==> src/pkg/oag_params.svh <==
/*
 Constants for operand and address generation: widths, register indices,
 flag bit positions and field positions. Assumes inclusion by bare name.
*/
`ifndef OAG_PARAMS_SVH
`define OAG_PARAMS_SVH

`define OAG_DW          32
`define OAG_SEL_W       16
`define OAG_NGPR        8
`define OAG_NSEG        6
`define OAG_IDX_W       3
`define OAG_SP_IDX      3'h4
`define OAG_FP_IDX      3'h5
`define OAG_BYTE_HI_IDX 3'h4
`define OAG_FAR_OFF_LSB 0
`define OAG_FAR_SEL_LSB 32
`define OAG_CF_BIT      0
`define OAG_PF_BIT      2
`define OAG_ZF_BIT      6
`define OAG_SF_BIT      7
`define OAG_OF_BIT      11
`define OAG_ZERO32      32'h0000_0000

`endif

==> src/pkg/oag_pkg.sv <==
/*
 Types for operand and address generation.
 Assumes oag_params.svh sits on the include path.
*/
package oag_pkg;
    typedef enum logic [1:0] {
        OAG_SRC_IMM = 2'h0, OAG_SRC_REG = 2'h1, OAG_SRC_MEM = 2'h2, OAG_SRC_IO = 2'h3
    } oag_src_t;

    typedef enum logic [2:0] {
        OAG_SEG_EXTRA = 3'h0, OAG_SEG_CODE = 3'h1, OAG_SEG_STACK = 3'h2,
        OAG_SEG_DATA = 3'h3, OAG_SEG_F = 3'h4, OAG_SEG_G = 3'h5
    } oag_seg_t;

    typedef enum logic [1:0] {
        OAG_ACC_FETCH = 2'h0, OAG_ACC_STACK = 2'h1, OAG_ACC_STR_DST = 2'h2,
        OAG_ACC_DATA = 2'h3
    } oag_acc_t;

    typedef enum logic [2:0] {
        OAG_RC_GPR32 = 3'h0, OAG_RC_GPR16 = 3'h1, OAG_RC_GPR8 = 3'h2,
        OAG_RC_SEG = 3'h3, OAG_RC_FLAGS = 3'h4, OAG_RC_SYS = 3'h5
    } oag_rc_t;

    typedef enum logic [1:0] {
        OAG_DISP_NONE = 2'h0, OAG_DISP_8 = 2'h1, OAG_DISP_16 = 2'h2, OAG_DISP_32 = 2'h3
    } oag_disp_t;

    // scale code n multiplies the index by 2**n
    typedef enum logic [1:0] {
        OAG_SCALE_1 = 2'h0, OAG_SCALE_2 = 2'h1, OAG_SCALE_4 = 2'h2, OAG_SCALE_8 = 2'h3
    } oag_scale_t;

    typedef enum logic [1:0] {
        OAG_ST_IDLE = 2'b01, OAG_ST_DONE = 2'b10
    } oag_state_t;
endpackage

==> src/logic/oag_unit.sv <==
/*
 Operand and address generation unit: picks the operand source, the register
 value, the effective offset, the segment and the condition outcome for one
 decoded instruction per request; results are registered one cycle later.
 Assumes a decoder drives requests synchronous to clk and a segmentation
 stage consumes the registered results.
*/
// Behaviour
// - operand source is immediate, register, memory or I/O port; explicit or implicit.
// - arithmetic accepts immediates except both divides; immediate is 32 bits max.
// - register operand chosen from 32/16/8-bit gprs, segment, flags, system registers.
// - quadword pair puts first-named register high, second-named register low.
// - branch decisions take condition codes from the flags register status bits.
// - memory operand address is a segment selector plus byte offset.
// - instruction fetches always use the code segment, no override.
// - push and pop always use the stack segment, no override.
// - string destinations always use the extra data segment, no override.
// - stack or frame pointer base defaults to stack segment, else data segment.
// - other data references default to the data segment.
// - override prefix replaces the default segment for data loads and stores.
// - explicit 16-bit selector comes from memory or from a 16-bit register.
// - far pointer gives offset from first doubleword, selector from next word.
// - effective address is displacement plus base plus scaled index.
// - scale factor 2, 4 or 8 multiplies only the index.
// - displacement, base, index are two's complement; scale is always positive.
// - stack pointer is never accepted as index.
// - components combine freely, each optional; scale only with an index.
`timescale 1ns/1ps
`include "oag_params.svh"

module oag_unit (
    input  wire logic                            clk,
    input  wire logic                            reset,
    input  wire logic                            req_valid,
    input  wire oag_pkg::oag_src_t               req_src,
    input  wire logic                            req_implicit,
    input  wire logic                            req_arith,
    input  wire logic                            req_divide,
    input  wire logic [`OAG_DW-1:0]              req_imm,
    input  wire oag_pkg::oag_rc_t                req_reg_class,
    input  wire logic [`OAG_IDX_W-1:0]           req_reg_idx,
    input  wire logic [`OAG_IDX_W-1:0]           req_pair_hi_idx,
    input  wire logic [`OAG_IDX_W-1:0]           req_pair_lo_idx,
    input  wire logic [3:0]                      req_cond,
    input  wire oag_pkg::oag_acc_t               req_access,
    input  wire logic                            req_ovr_valid,
    input  wire oag_pkg::oag_seg_t               req_ovr_seg,
    input  wire logic                            req_base_valid,
    input  wire logic [`OAG_IDX_W-1:0]           req_base_idx,
    input  wire logic                            req_index_valid,
    input  wire logic [`OAG_IDX_W-1:0]           req_index_idx,
    input  wire oag_pkg::oag_scale_t             req_scale,
    input  wire oag_pkg::oag_disp_t              req_disp_size,
    input  wire logic [`OAG_DW-1:0]              req_disp,
    input  wire logic                            req_sel_from_mem,
    input  wire logic [`OAG_SEL_W-1:0]           mem_sel_word,
    input  wire logic [47:0]                     mem_far_ptr,
    input  wire logic [`OAG_NGPR*`OAG_DW-1:0]    gpr_vals,
    input  wire logic [`OAG_NSEG*`OAG_SEL_W-1:0] seg_vals,
    input  wire logic [`OAG_DW-1:0]              flags_reg,
    input  wire logic [`OAG_DW-1:0]              sys_reg_val,
    output logic                                 out_valid,
    output oag_pkg::oag_src_t                    out_src,
    output logic                                 out_implicit,
    output logic [`OAG_DW-1:0]                   out_operand,
    output logic [2*`OAG_DW-1:0]                 out_quad,
    output logic                                 out_imm_reject,
    output logic                                 out_cond_true,
    output oag_pkg::oag_seg_t                    out_seg,
    output logic [`OAG_SEL_W-1:0]                out_seg_sel,
    output logic [`OAG_DW-1:0]                   out_ea,
    output logic                                 out_index_fault,
    output logic [`OAG_SEL_W-1:0]                out_explicit_sel,
    output logic [`OAG_DW-1:0]                   out_far_off,
    output logic [`OAG_SEL_W-1:0]                out_far_sel
);
    import oag_pkg::*;

    logic [`OAG_DW-1:0]    gpr32 [`OAG_NGPR];
    logic [`OAG_SEL_W-1:0] segv  [`OAG_NSEG];

    genvar g;
    generate
        for (g = 0; g < `OAG_NGPR; g++) begin : g_gpr
            assign gpr32[g] = gpr_vals[g*`OAG_DW +: `OAG_DW];
        end
        for (g = 0; g < `OAG_NSEG; g++) begin : g_seg
            assign segv[g] = seg_vals[g*`OAG_SEL_W +: `OAG_SEL_W];
        end
    endgenerate

    // register operand view by class
    function automatic logic [`OAG_DW-1:0] reg_view(input oag_rc_t rc,
                                                   input logic [`OAG_IDX_W-1:0] idx);
        logic [`OAG_DW-1:0] r;
        r = `OAG_ZERO32;
        case (rc)
            OAG_RC_GPR32: r = gpr32[idx];
            OAG_RC_GPR16: r = {16'h0000, gpr32[idx][15:0]};
            OAG_RC_GPR8: begin
                // low four codes name low bytes, high four the second bytes
                if (idx < `OAG_BYTE_HI_IDX)
                    r = {24'h00_0000, gpr32[idx][7:0]};
                else
                    r = {24'h00_0000, gpr32[idx - `OAG_BYTE_HI_IDX][15:8]};
            end
            OAG_RC_SEG:   r = (idx < 3'(`OAG_NSEG)) ? {16'h0000, segv[idx]} : `OAG_ZERO32;
            OAG_RC_FLAGS: r = flags_reg;
            OAG_RC_SYS:   r = sys_reg_val;
            default:      r = `OAG_ZERO32;
        endcase
        return r;
    endfunction

    // condition outcome from status flags
    function automatic logic cond_eval(input logic [3:0] cc, input logic [`OAG_DW-1:0] f);
        logic c;
        logic b;
        b = 1'b0;
        case (cc[3:1])
            3'h0: b = f[`OAG_OF_BIT];
            3'h1: b = f[`OAG_CF_BIT];
            3'h2: b = f[`OAG_ZF_BIT];
            3'h3: b = f[`OAG_CF_BIT] | f[`OAG_ZF_BIT];
            3'h4: b = f[`OAG_SF_BIT];
            3'h5: b = f[`OAG_PF_BIT];
            3'h6: b = f[`OAG_SF_BIT] ^ f[`OAG_OF_BIT];
            3'h7: b = (f[`OAG_SF_BIT] ^ f[`OAG_OF_BIT]) | f[`OAG_ZF_BIT];
            default: b = 1'b0;
        endcase
        c = b ^ cc[0];
        return c;
    endfunction

    // effective address pieces
    logic [`OAG_DW-1:0] disp_ext;
    logic [`OAG_DW-1:0] base_term;
    logic [`OAG_DW-1:0] index_term;
    logic               index_fault;
    logic [`OAG_DW-1:0] ea_next;
    oag_seg_t           seg_default;
    oag_seg_t           seg_next;

    always_comb begin
        case (req_disp_size)
            OAG_DISP_8:  disp_ext = {{24{req_disp[7]}}, req_disp[7:0]};
            OAG_DISP_16: disp_ext = {{16{req_disp[15]}}, req_disp[15:0]};
            OAG_DISP_32: disp_ext = req_disp;
            default:     disp_ext = `OAG_ZERO32;
        endcase
    end

    assign base_term   = req_base_valid ? gpr32[req_base_idx] : `OAG_ZERO32;
    // a stack pointer index is flagged and left out of the sum
    assign index_fault = req_index_valid && (req_index_idx == `OAG_SP_IDX);
    // scale shifts only the index and only when one is present
    assign index_term  = (req_index_valid && !index_fault) ?
                         (gpr32[req_index_idx] << req_scale) : `OAG_ZERO32;
    assign ea_next     = `OAG_DW'(disp_ext + base_term + index_term);

    always_comb begin
        // stack-relative base picks the stack segment
        if (req_base_valid && (req_base_idx == `OAG_SP_IDX || req_base_idx == `OAG_FP_IDX))
            seg_default = OAG_SEG_STACK;
        else
            seg_default = OAG_SEG_DATA;
        // override reaches data references only
        case (req_access)
            OAG_ACC_FETCH:   seg_next = OAG_SEG_CODE;
            OAG_ACC_STACK:   seg_next = OAG_SEG_STACK;
            OAG_ACC_STR_DST: seg_next = OAG_SEG_EXTRA;
            OAG_ACC_DATA:    seg_next = req_ovr_valid ? req_ovr_seg : seg_default;
            default:         seg_next = OAG_SEG_DATA;
        endcase
    end

    oag_state_t state_reg;

    // valid leaves a flop of its own rather than a state decode
    always_ff @(posedge clk or posedge reset) begin
        if (reset) begin
            state_reg <= OAG_ST_IDLE;
            out_valid <= 1'b0;
        end else begin
            out_valid <= req_valid;
            case (state_reg)
                OAG_ST_IDLE: state_reg <= req_valid ? OAG_ST_DONE : OAG_ST_IDLE;
                OAG_ST_DONE: state_reg <= req_valid ? OAG_ST_DONE : OAG_ST_IDLE;
                default:     state_reg <= OAG_ST_IDLE;
            endcase
        end
    end

    // operand source, value and acceptance
    always_ff @(posedge clk or posedge reset) begin
        if (reset) begin
            out_src        <= OAG_SRC_IMM;
            out_implicit   <= 1'b0;
            out_operand    <= `OAG_ZERO32;
            out_quad       <= {2{`OAG_ZERO32}};
            out_imm_reject <= 1'b0;
            out_cond_true  <= 1'b0;
        end else if (req_valid) begin
            out_src      <= req_src;
            out_implicit <= req_implicit;
            case (req_src)
                OAG_SRC_IMM: out_operand <= req_imm;
                OAG_SRC_REG: out_operand <= reg_view(req_reg_class, req_reg_idx);
                default:     out_operand <= `OAG_ZERO32;
            endcase
            out_quad       <= {gpr32[req_pair_hi_idx], gpr32[req_pair_lo_idx]};
            // refusal is only flagged; the immediate still passes
            out_imm_reject <= (req_src == OAG_SRC_IMM) && req_arith && req_divide;
            out_cond_true  <= cond_eval(req_cond, flags_reg);
        end
    end

    // memory address: segment, selector and offset
    always_ff @(posedge clk or posedge reset) begin
        if (reset) begin
            out_seg         <= OAG_SEG_DATA;
            out_seg_sel     <= 16'h0000;
            out_ea          <= `OAG_ZERO32;
            out_index_fault <= 1'b0;
        end else if (req_valid) begin
            out_seg         <= seg_next;
            out_seg_sel     <= segv[seg_next];
            out_ea          <= ea_next;
            out_index_fault <= index_fault;
        end
    end

    // explicit selectors and far pointers
    always_ff @(posedge clk or posedge reset) begin
        if (reset) begin
            out_explicit_sel <= 16'h0000;
            out_far_off      <= `OAG_ZERO32;
            out_far_sel      <= 16'h0000;
        end else if (req_valid) begin
            out_explicit_sel <= req_sel_from_mem ? mem_sel_word :
                                gpr32[req_reg_idx][15:0];
            out_far_off      <= mem_far_ptr[`OAG_FAR_OFF_LSB +: `OAG_DW];
            out_far_sel      <= mem_far_ptr[`OAG_FAR_SEL_LSB +: `OAG_SEL_W];
        end
    end
endmodule

==> config.mk <==
export PLATFORM = sky130hd
export DESIGN_NAME = oag_unit
export DESIGN_NICKNAME = d
export VERILOG_FILES = /design/src/pkg/oag_pkg.sv /design/src/logic/oag_unit.sv
export VERILOG_INCLUDE_DIRS = /design/src /design/src/pkg
export SDC_FILE = /design/constraint.sdc
export NUM_CORES = 1
export LEC_CHECK = 0
export BUFFER_PORTS_ARGS = -buffer_cell sky130_fd_sc_hd__clkbuf_2
export CAP_MARGIN = 10
export CORE_AREA = 2 2 313 315
export DETAILED_ROUTE_END_ITERATION = 7
export DIE_AREA = 0 0 315 317
export HOLD_SLACK_MARGIN = 0.02
export PLACE_DENSITY_LB_ADDON = 0.1
export SYNTH_ARGS = -nofsm -noshare
export SYNTH_HDL_FRONTEND = slang
export SYNTH_SLANG_ARGS = --single-unit
==> constraint.sdc <==
create_clock -name clk -period 8.9 [get_ports clk]
set_input_delay 2.67 -clock clk [delete_from_list [all_inputs] [get_ports clk]]
set_output_delay 2.67 -clock clk [all_outputs]
set_load 0.02 [all_outputs]
After elaboration in Yosys (flattened, before gate mapping)
Index checks and enable logic that the tools add are counted.
Widths: inputs -> output; s select.
- register bits: 218
- output and inout port bits: 218
- add/subtract/negate cells: 3
- magnitude comparators: 9
- equal/unequal tests: 22
- shift-type cells: 1
- multiplexer cells: 37
- bitwise logic cells: 11
- reduce and logical (&&, ||, !) cells: 11
- operator list (cell ; count):
    $bmux 32 s3 ; 6
    $mux 32 ; 12
    $pmux 32 s6 ; 1
    $mux 16 ; 8
    $bmux 16 s3 ; 2
    $pmux 32 s3 ; 1
    $add 32x32->32 ; 2
    $pmux 32 s2 ; 1
    $shl 32x2->32 ; 1
    $ge 4x4->1 const B ; 7
    $not 3->4 ; 7
    $eq 3x3->1 const B ; 9
    $eq 3x2->1 const B ; 4
    $pmux 3 s4 ; 1
    $eq 2x2->1 const B ; 4
    $mux 8 ; 1
    $pmux 1 s8 ; 1
    $eq 2x1->1 const B ; 3
    $eq 3x1->1 const B ; 2
    $logic_not 3->1 ; 2
    $lt 3x3->1 const B ; 2
    $logic_and 1x1->1 ; 5
    $logic_not 2->1 ; 2
    $mux 3 ; 1
    6 further kinds ; 9

Depth between registers and ports, before layout
- depth after elaboration: 10
- depth in mapped cells: 21
- gate-level depth less buffers: 17

Least setup slack after synthesis
No wires, ideal clock.
- path kind: input port to flip-flop
- start point: input req_index_idx[0]
- end point: register out_ea[17]
- data arrival time: 7.027 ns
- required time: 8.775 ns
- setup slack: 1.748 ns
- stages: 19
- path buffers: 4
- path through: buf_2 > buf_4 > buf_4 > buf_2 > mux4_2 > mux2i_1 > nand2_1 > o21ai_0 > o22ai_1 > fa_1 > ha_1 > a2111o_1 > a31oi_1 > o21bai_2 > or2_1 > a31oi_2 > o21ai_1 > xor2_1 > mux2_2
- longest elaborated chain between the ends: 7
- RTL lines (what ; line ; RTL):
    from (decl) ; oag_unit.sv:51 ; input wire logic [`OAG_IDX_W-1:0] req_index_idx,
    $not 3->4 (implied by the code) ; oag_unit.sv:158 ; (gpr32[req_index_idx] << req_scale) : `OAG_ZERO32;
    $bmux 32 s3 ; oag_unit.sv:158 ;
    $mux 32 (implied by the code) (2 in series) ; oag_unit.sv:158 ;
    $shl 32x2->32 ; oag_unit.sv:158 ;
    $mux 32 (no line) (*) ; n/a ;
    $add 32x32->32 (*) ; oag_unit.sv:159 ; assign ea_next = `OAG_DW'(disp_ext + base_term + index_term);
    to (signal assigned) ; oag_unit.sv:223 ; out_ea <= `OAG_ZERO32;
    to (signal assigned) ; oag_unit.sv:228 ; out_ea <= ea_next;
    to (decl) ; oag_unit.sv:71 ; output logic [`OAG_DW-1:0] out_ea,
Mark *: on every way between the ends. The rest lies on a longest branch, timed or not. The select of a mux whose other input is x is not followed.
A chain may end at the register's enable or synchronous reset.

Worst setup path after layout
- start point: input req_index_idx[1]
- end point: register out_ea[31]
The elaborated chain is that of the path after synthesis.

==> impl_metrics.ini <==
[cts]
clockBufferDepth = 3
ctsResizeCount = 0
cts_tree = built
cts-hold-fix-buffers = 0
clk_latency_ns = 0.57
path_clk_slew_ns = 0.06
h-tree-depth = 2
cts_buffers = 34
cts_setup_buffers = 0
cts_sinks = 218
cts_root_buf = clkbuf_16

[yosys]
avgSynthCellArea_um2 = 10.9
ys.warnings.count = 0
synth_flop_cell = dfrtp_1
synth.top_cells.by_count = mux4_2, nand2_1, dfrtp_1, mux2i_1, mux2_2
synth_area_leader_cell = mux4_2
ys_ff_latch = 218
async_flop_share_pct = 100
syn_area_mm2 = 0.0235
synth_fp_nets = 2798
netlist_instances = 2149
synth_most_common_cell = mux4_2
synth-edff-count = 0
yosysUniqueCellTypes = 69
synthTopCellsByArea = mux4_2, dfrtp_1, mux2i_1
synth-seq-area-share_pct = 23.2
synth.top_cell.area_share_pct = 31.2

[timing]
rsz0062_at_grt = false
slew_viol_final = 0
relSlewSlack_pct = 26.0
min_period_over_period_pct = 80.9
min_period_ns = 7.20
worstMarginPinSlew_ns = 1.08
layout_setup_ws_ns = 1.70
hold_violations = 0
fmax_ghz = 0.139
tns_ns = 0
setup_viol = 0
hold_ws_ns = 0.487
fin_skew_ns = 0

[placed_design]
place_area_mm2 = 0.0286
gp_congestion = 0.931
numPortBuffers = 804
place_ws_ns = 1.06
hpwl_um = 107000

[grt]
grt_pass1_wl_um = 184000
grt_max_degree = 125
gr-total-overflow = 0
grt_pass1_vias = 23400
grtUsageTotal_pct = 25.9
antenna_found_initial = 38

[critical_path]
end_kind = flip-flop
crit_path_start = req_index_idx[1]
reg2reg_to = out_ea[26]
rr_worst_depth = 2
critical_path.startpoint_type = input pin
reg2reg_slack_ns = 7.96
path_max_fanout = 28
crit_type = in -> reg
worstPathArrival_ns = 7.63
worstPathRequired_ns = 9.33
r2r-start = out_ea[26]

[drt]
routed_wl_um = 132000
wl_per_cell_um = 31.9
wl_met3_um = 9110
drc_errors = 0
viasPerCell = 5.42
antenna_left = 0
wl_met1_um = 50400
met2_length_um = 69500
dr.first_iter.drc_count = 1409
topRoutingLayerUsed = met5
vias = 22400
first_pass_iters = 5

[final_layout]
area_growth_pct = 26.9
fillers = 10100
fin_area_mm2 = 0.0298
drive_gt1_share_pct = 49.1
final_core_util_pct = 30.9
final_nets = 3471

[die]
fp.dieW_um = 315
start_util_pct = 24.4
pin_count = 805
die_h_um = 317
rows = 114
die_area_mm2 = 0.0999
fp.coreArea_mm2 = 0.0963

[flow_run]
drv_cap = 0

[pwr]
powerDensity_mw_per_mm2 = 163
leakagePower_nw = 13.2
vdd_ir_drop_max_mv = 0.133

[hold_path]
min_to = out_operand[20]
hold_class = reg -> reg
hold-path-cell-count = 1
worstHoldStart = out_operand[20]

[status]
status = completed
==> layout by cell type (no fill, tap or decap), types with 4 or more instances in the layout <==
master / count
a31oi_1: 9
a21oi_1: 147
nand2_1: 246
diode_2: 15
clkbuf_1: 8
mux4_2: 325
xnor2_1: 23
and2_1: 6
o22a_1: 23
clkbuf_2: 792
xor2_1: 8
clkbuf_8: 6
mux2_2: 158
o21a_1: 4
fa_1: 32
clkbuf_16: 34
a21o_1: 6
o22ai_1: 22
ha_1: 30
o21ai_1: 4
inv_1: 72
nor2_1: 131
buf_4: 46
nand2b_1: 9
mux2i_1: 184
nand3_1: 50
nor3_1: 4
a221oi_1: 10
nor2b_1: 15
a22oi_1: 32
dfrtp_1: 216
o2bb2ai_1: 17
a32oi_1: 16
o21ai_0: 68
and3_1: 4
o221ai_1: 16
==> area by class of cell <==
cell class / count / area [um^2] / share of cell area [%]
flip-flops and latches: 218 / 5460 / 18.3
repair buffers: 842 / 4380 / 14.7
inverters: 76 / 293 / 0.983
well taps: 1276 / 1600 / 5.36
clock inverters: 10 / 148 / 0.496
diodes: 15 / 37.5 / 0.126
multi-input cells: 1650 / 16900 / 56.8
clock buffers: 48 / 963 / 3.23
==> state kept, by name, indices dropped and copies added (netlist names) <==
| signal | count |
|---|---|
| out_cond_true | 1 |
| out_ea | 32 |
| out_explicit_sel | 16 |
| out_far_off | 32 |
| out_far_sel | 16 |
| out_imm_reject | 1 |
| out_implicit | 1 |
| out_index_fault | 1 |
| out_operand | 32 |
| out_quad | 64 |
| out_seg | 3 |
| out_seg_sel | 16 |
| out_src | 2 |
| out_valid | 1 |
==> how the worst max path moves through the flow <==
stage	slack (ns)	endpoint
2_1_floorplan	0.27	out_cond_true
3_3_place_gp	1.16	out_ea[17]
3_5_place_dp	1.06	out_ea[31]
4_1_cts	1.69	out_ea[31]
5_1_grt	1.31	out_ea[31]
6_report	1.70	out_ea[31]
==> worst max-delay path, stage by stage <==
cell,delay (ns)
buf_4,0.37
nand2b_1,0.28
nor2_1,0.12
nor2b_1,0.36
nand2b_1,0.47
or2_2,0.47
fa_1,0.53
inv_1,0.04
ha_1,0.21
fa_1,0.48
a21o_1,0.23
a31oi_1,0.22
o21bai_2,0.17
a31oi_4,0.28
a2111oi_2,0.14
a2111oi_4,0.35
xnor2_1,0.17
o21ai_1,0.07
==> routing by layer <==
| metal | vias to the layer above | GRT usage [%] |
|---|---|---|
| met5 | - | 0 |
| met1 | 11600 | 30.4 |
| met3 | 156 | 5.67 |
| met2 | 920 | 47.8 |
| met4 | 32 | 5.71 |
| li1 | 9682 | - |
==> logic make-up after synthesis <==
group           after synthesis  synth area share (%)
xor+xnor                     31                  1.16
mux                         667                  46.6
flops                       218                  23.2
buf+inv                     281                  4.82
compound gates              408                  11.3
simple gates                482                  8.58
fa+ha+maj                    62                  4.33
==> stage by stage <==
stage                     power (mW)  cells
after floorplan                 2.57   2149
after global placement          3.47   4062
after detailed placement        3.48   4062
after CTS                       4.93   4120
after global routing            5.12   4125
final                           4.84   4135
==> power breakdown <==
| group | total [mW] | internal, mW | leakage (nW) | switching, mW |
|---|---|---|---|---|
| Combinational | 2.16 | 0.867 | 10.1 | 1.29 |
| Sequential | 1.27 | 1.16 | 2.55 | 0.112 |
| Clock | 1.41 | 0.820 | 0.542 | 0.586 |
No activity file was read; power rests on OpenSTA's default activity.
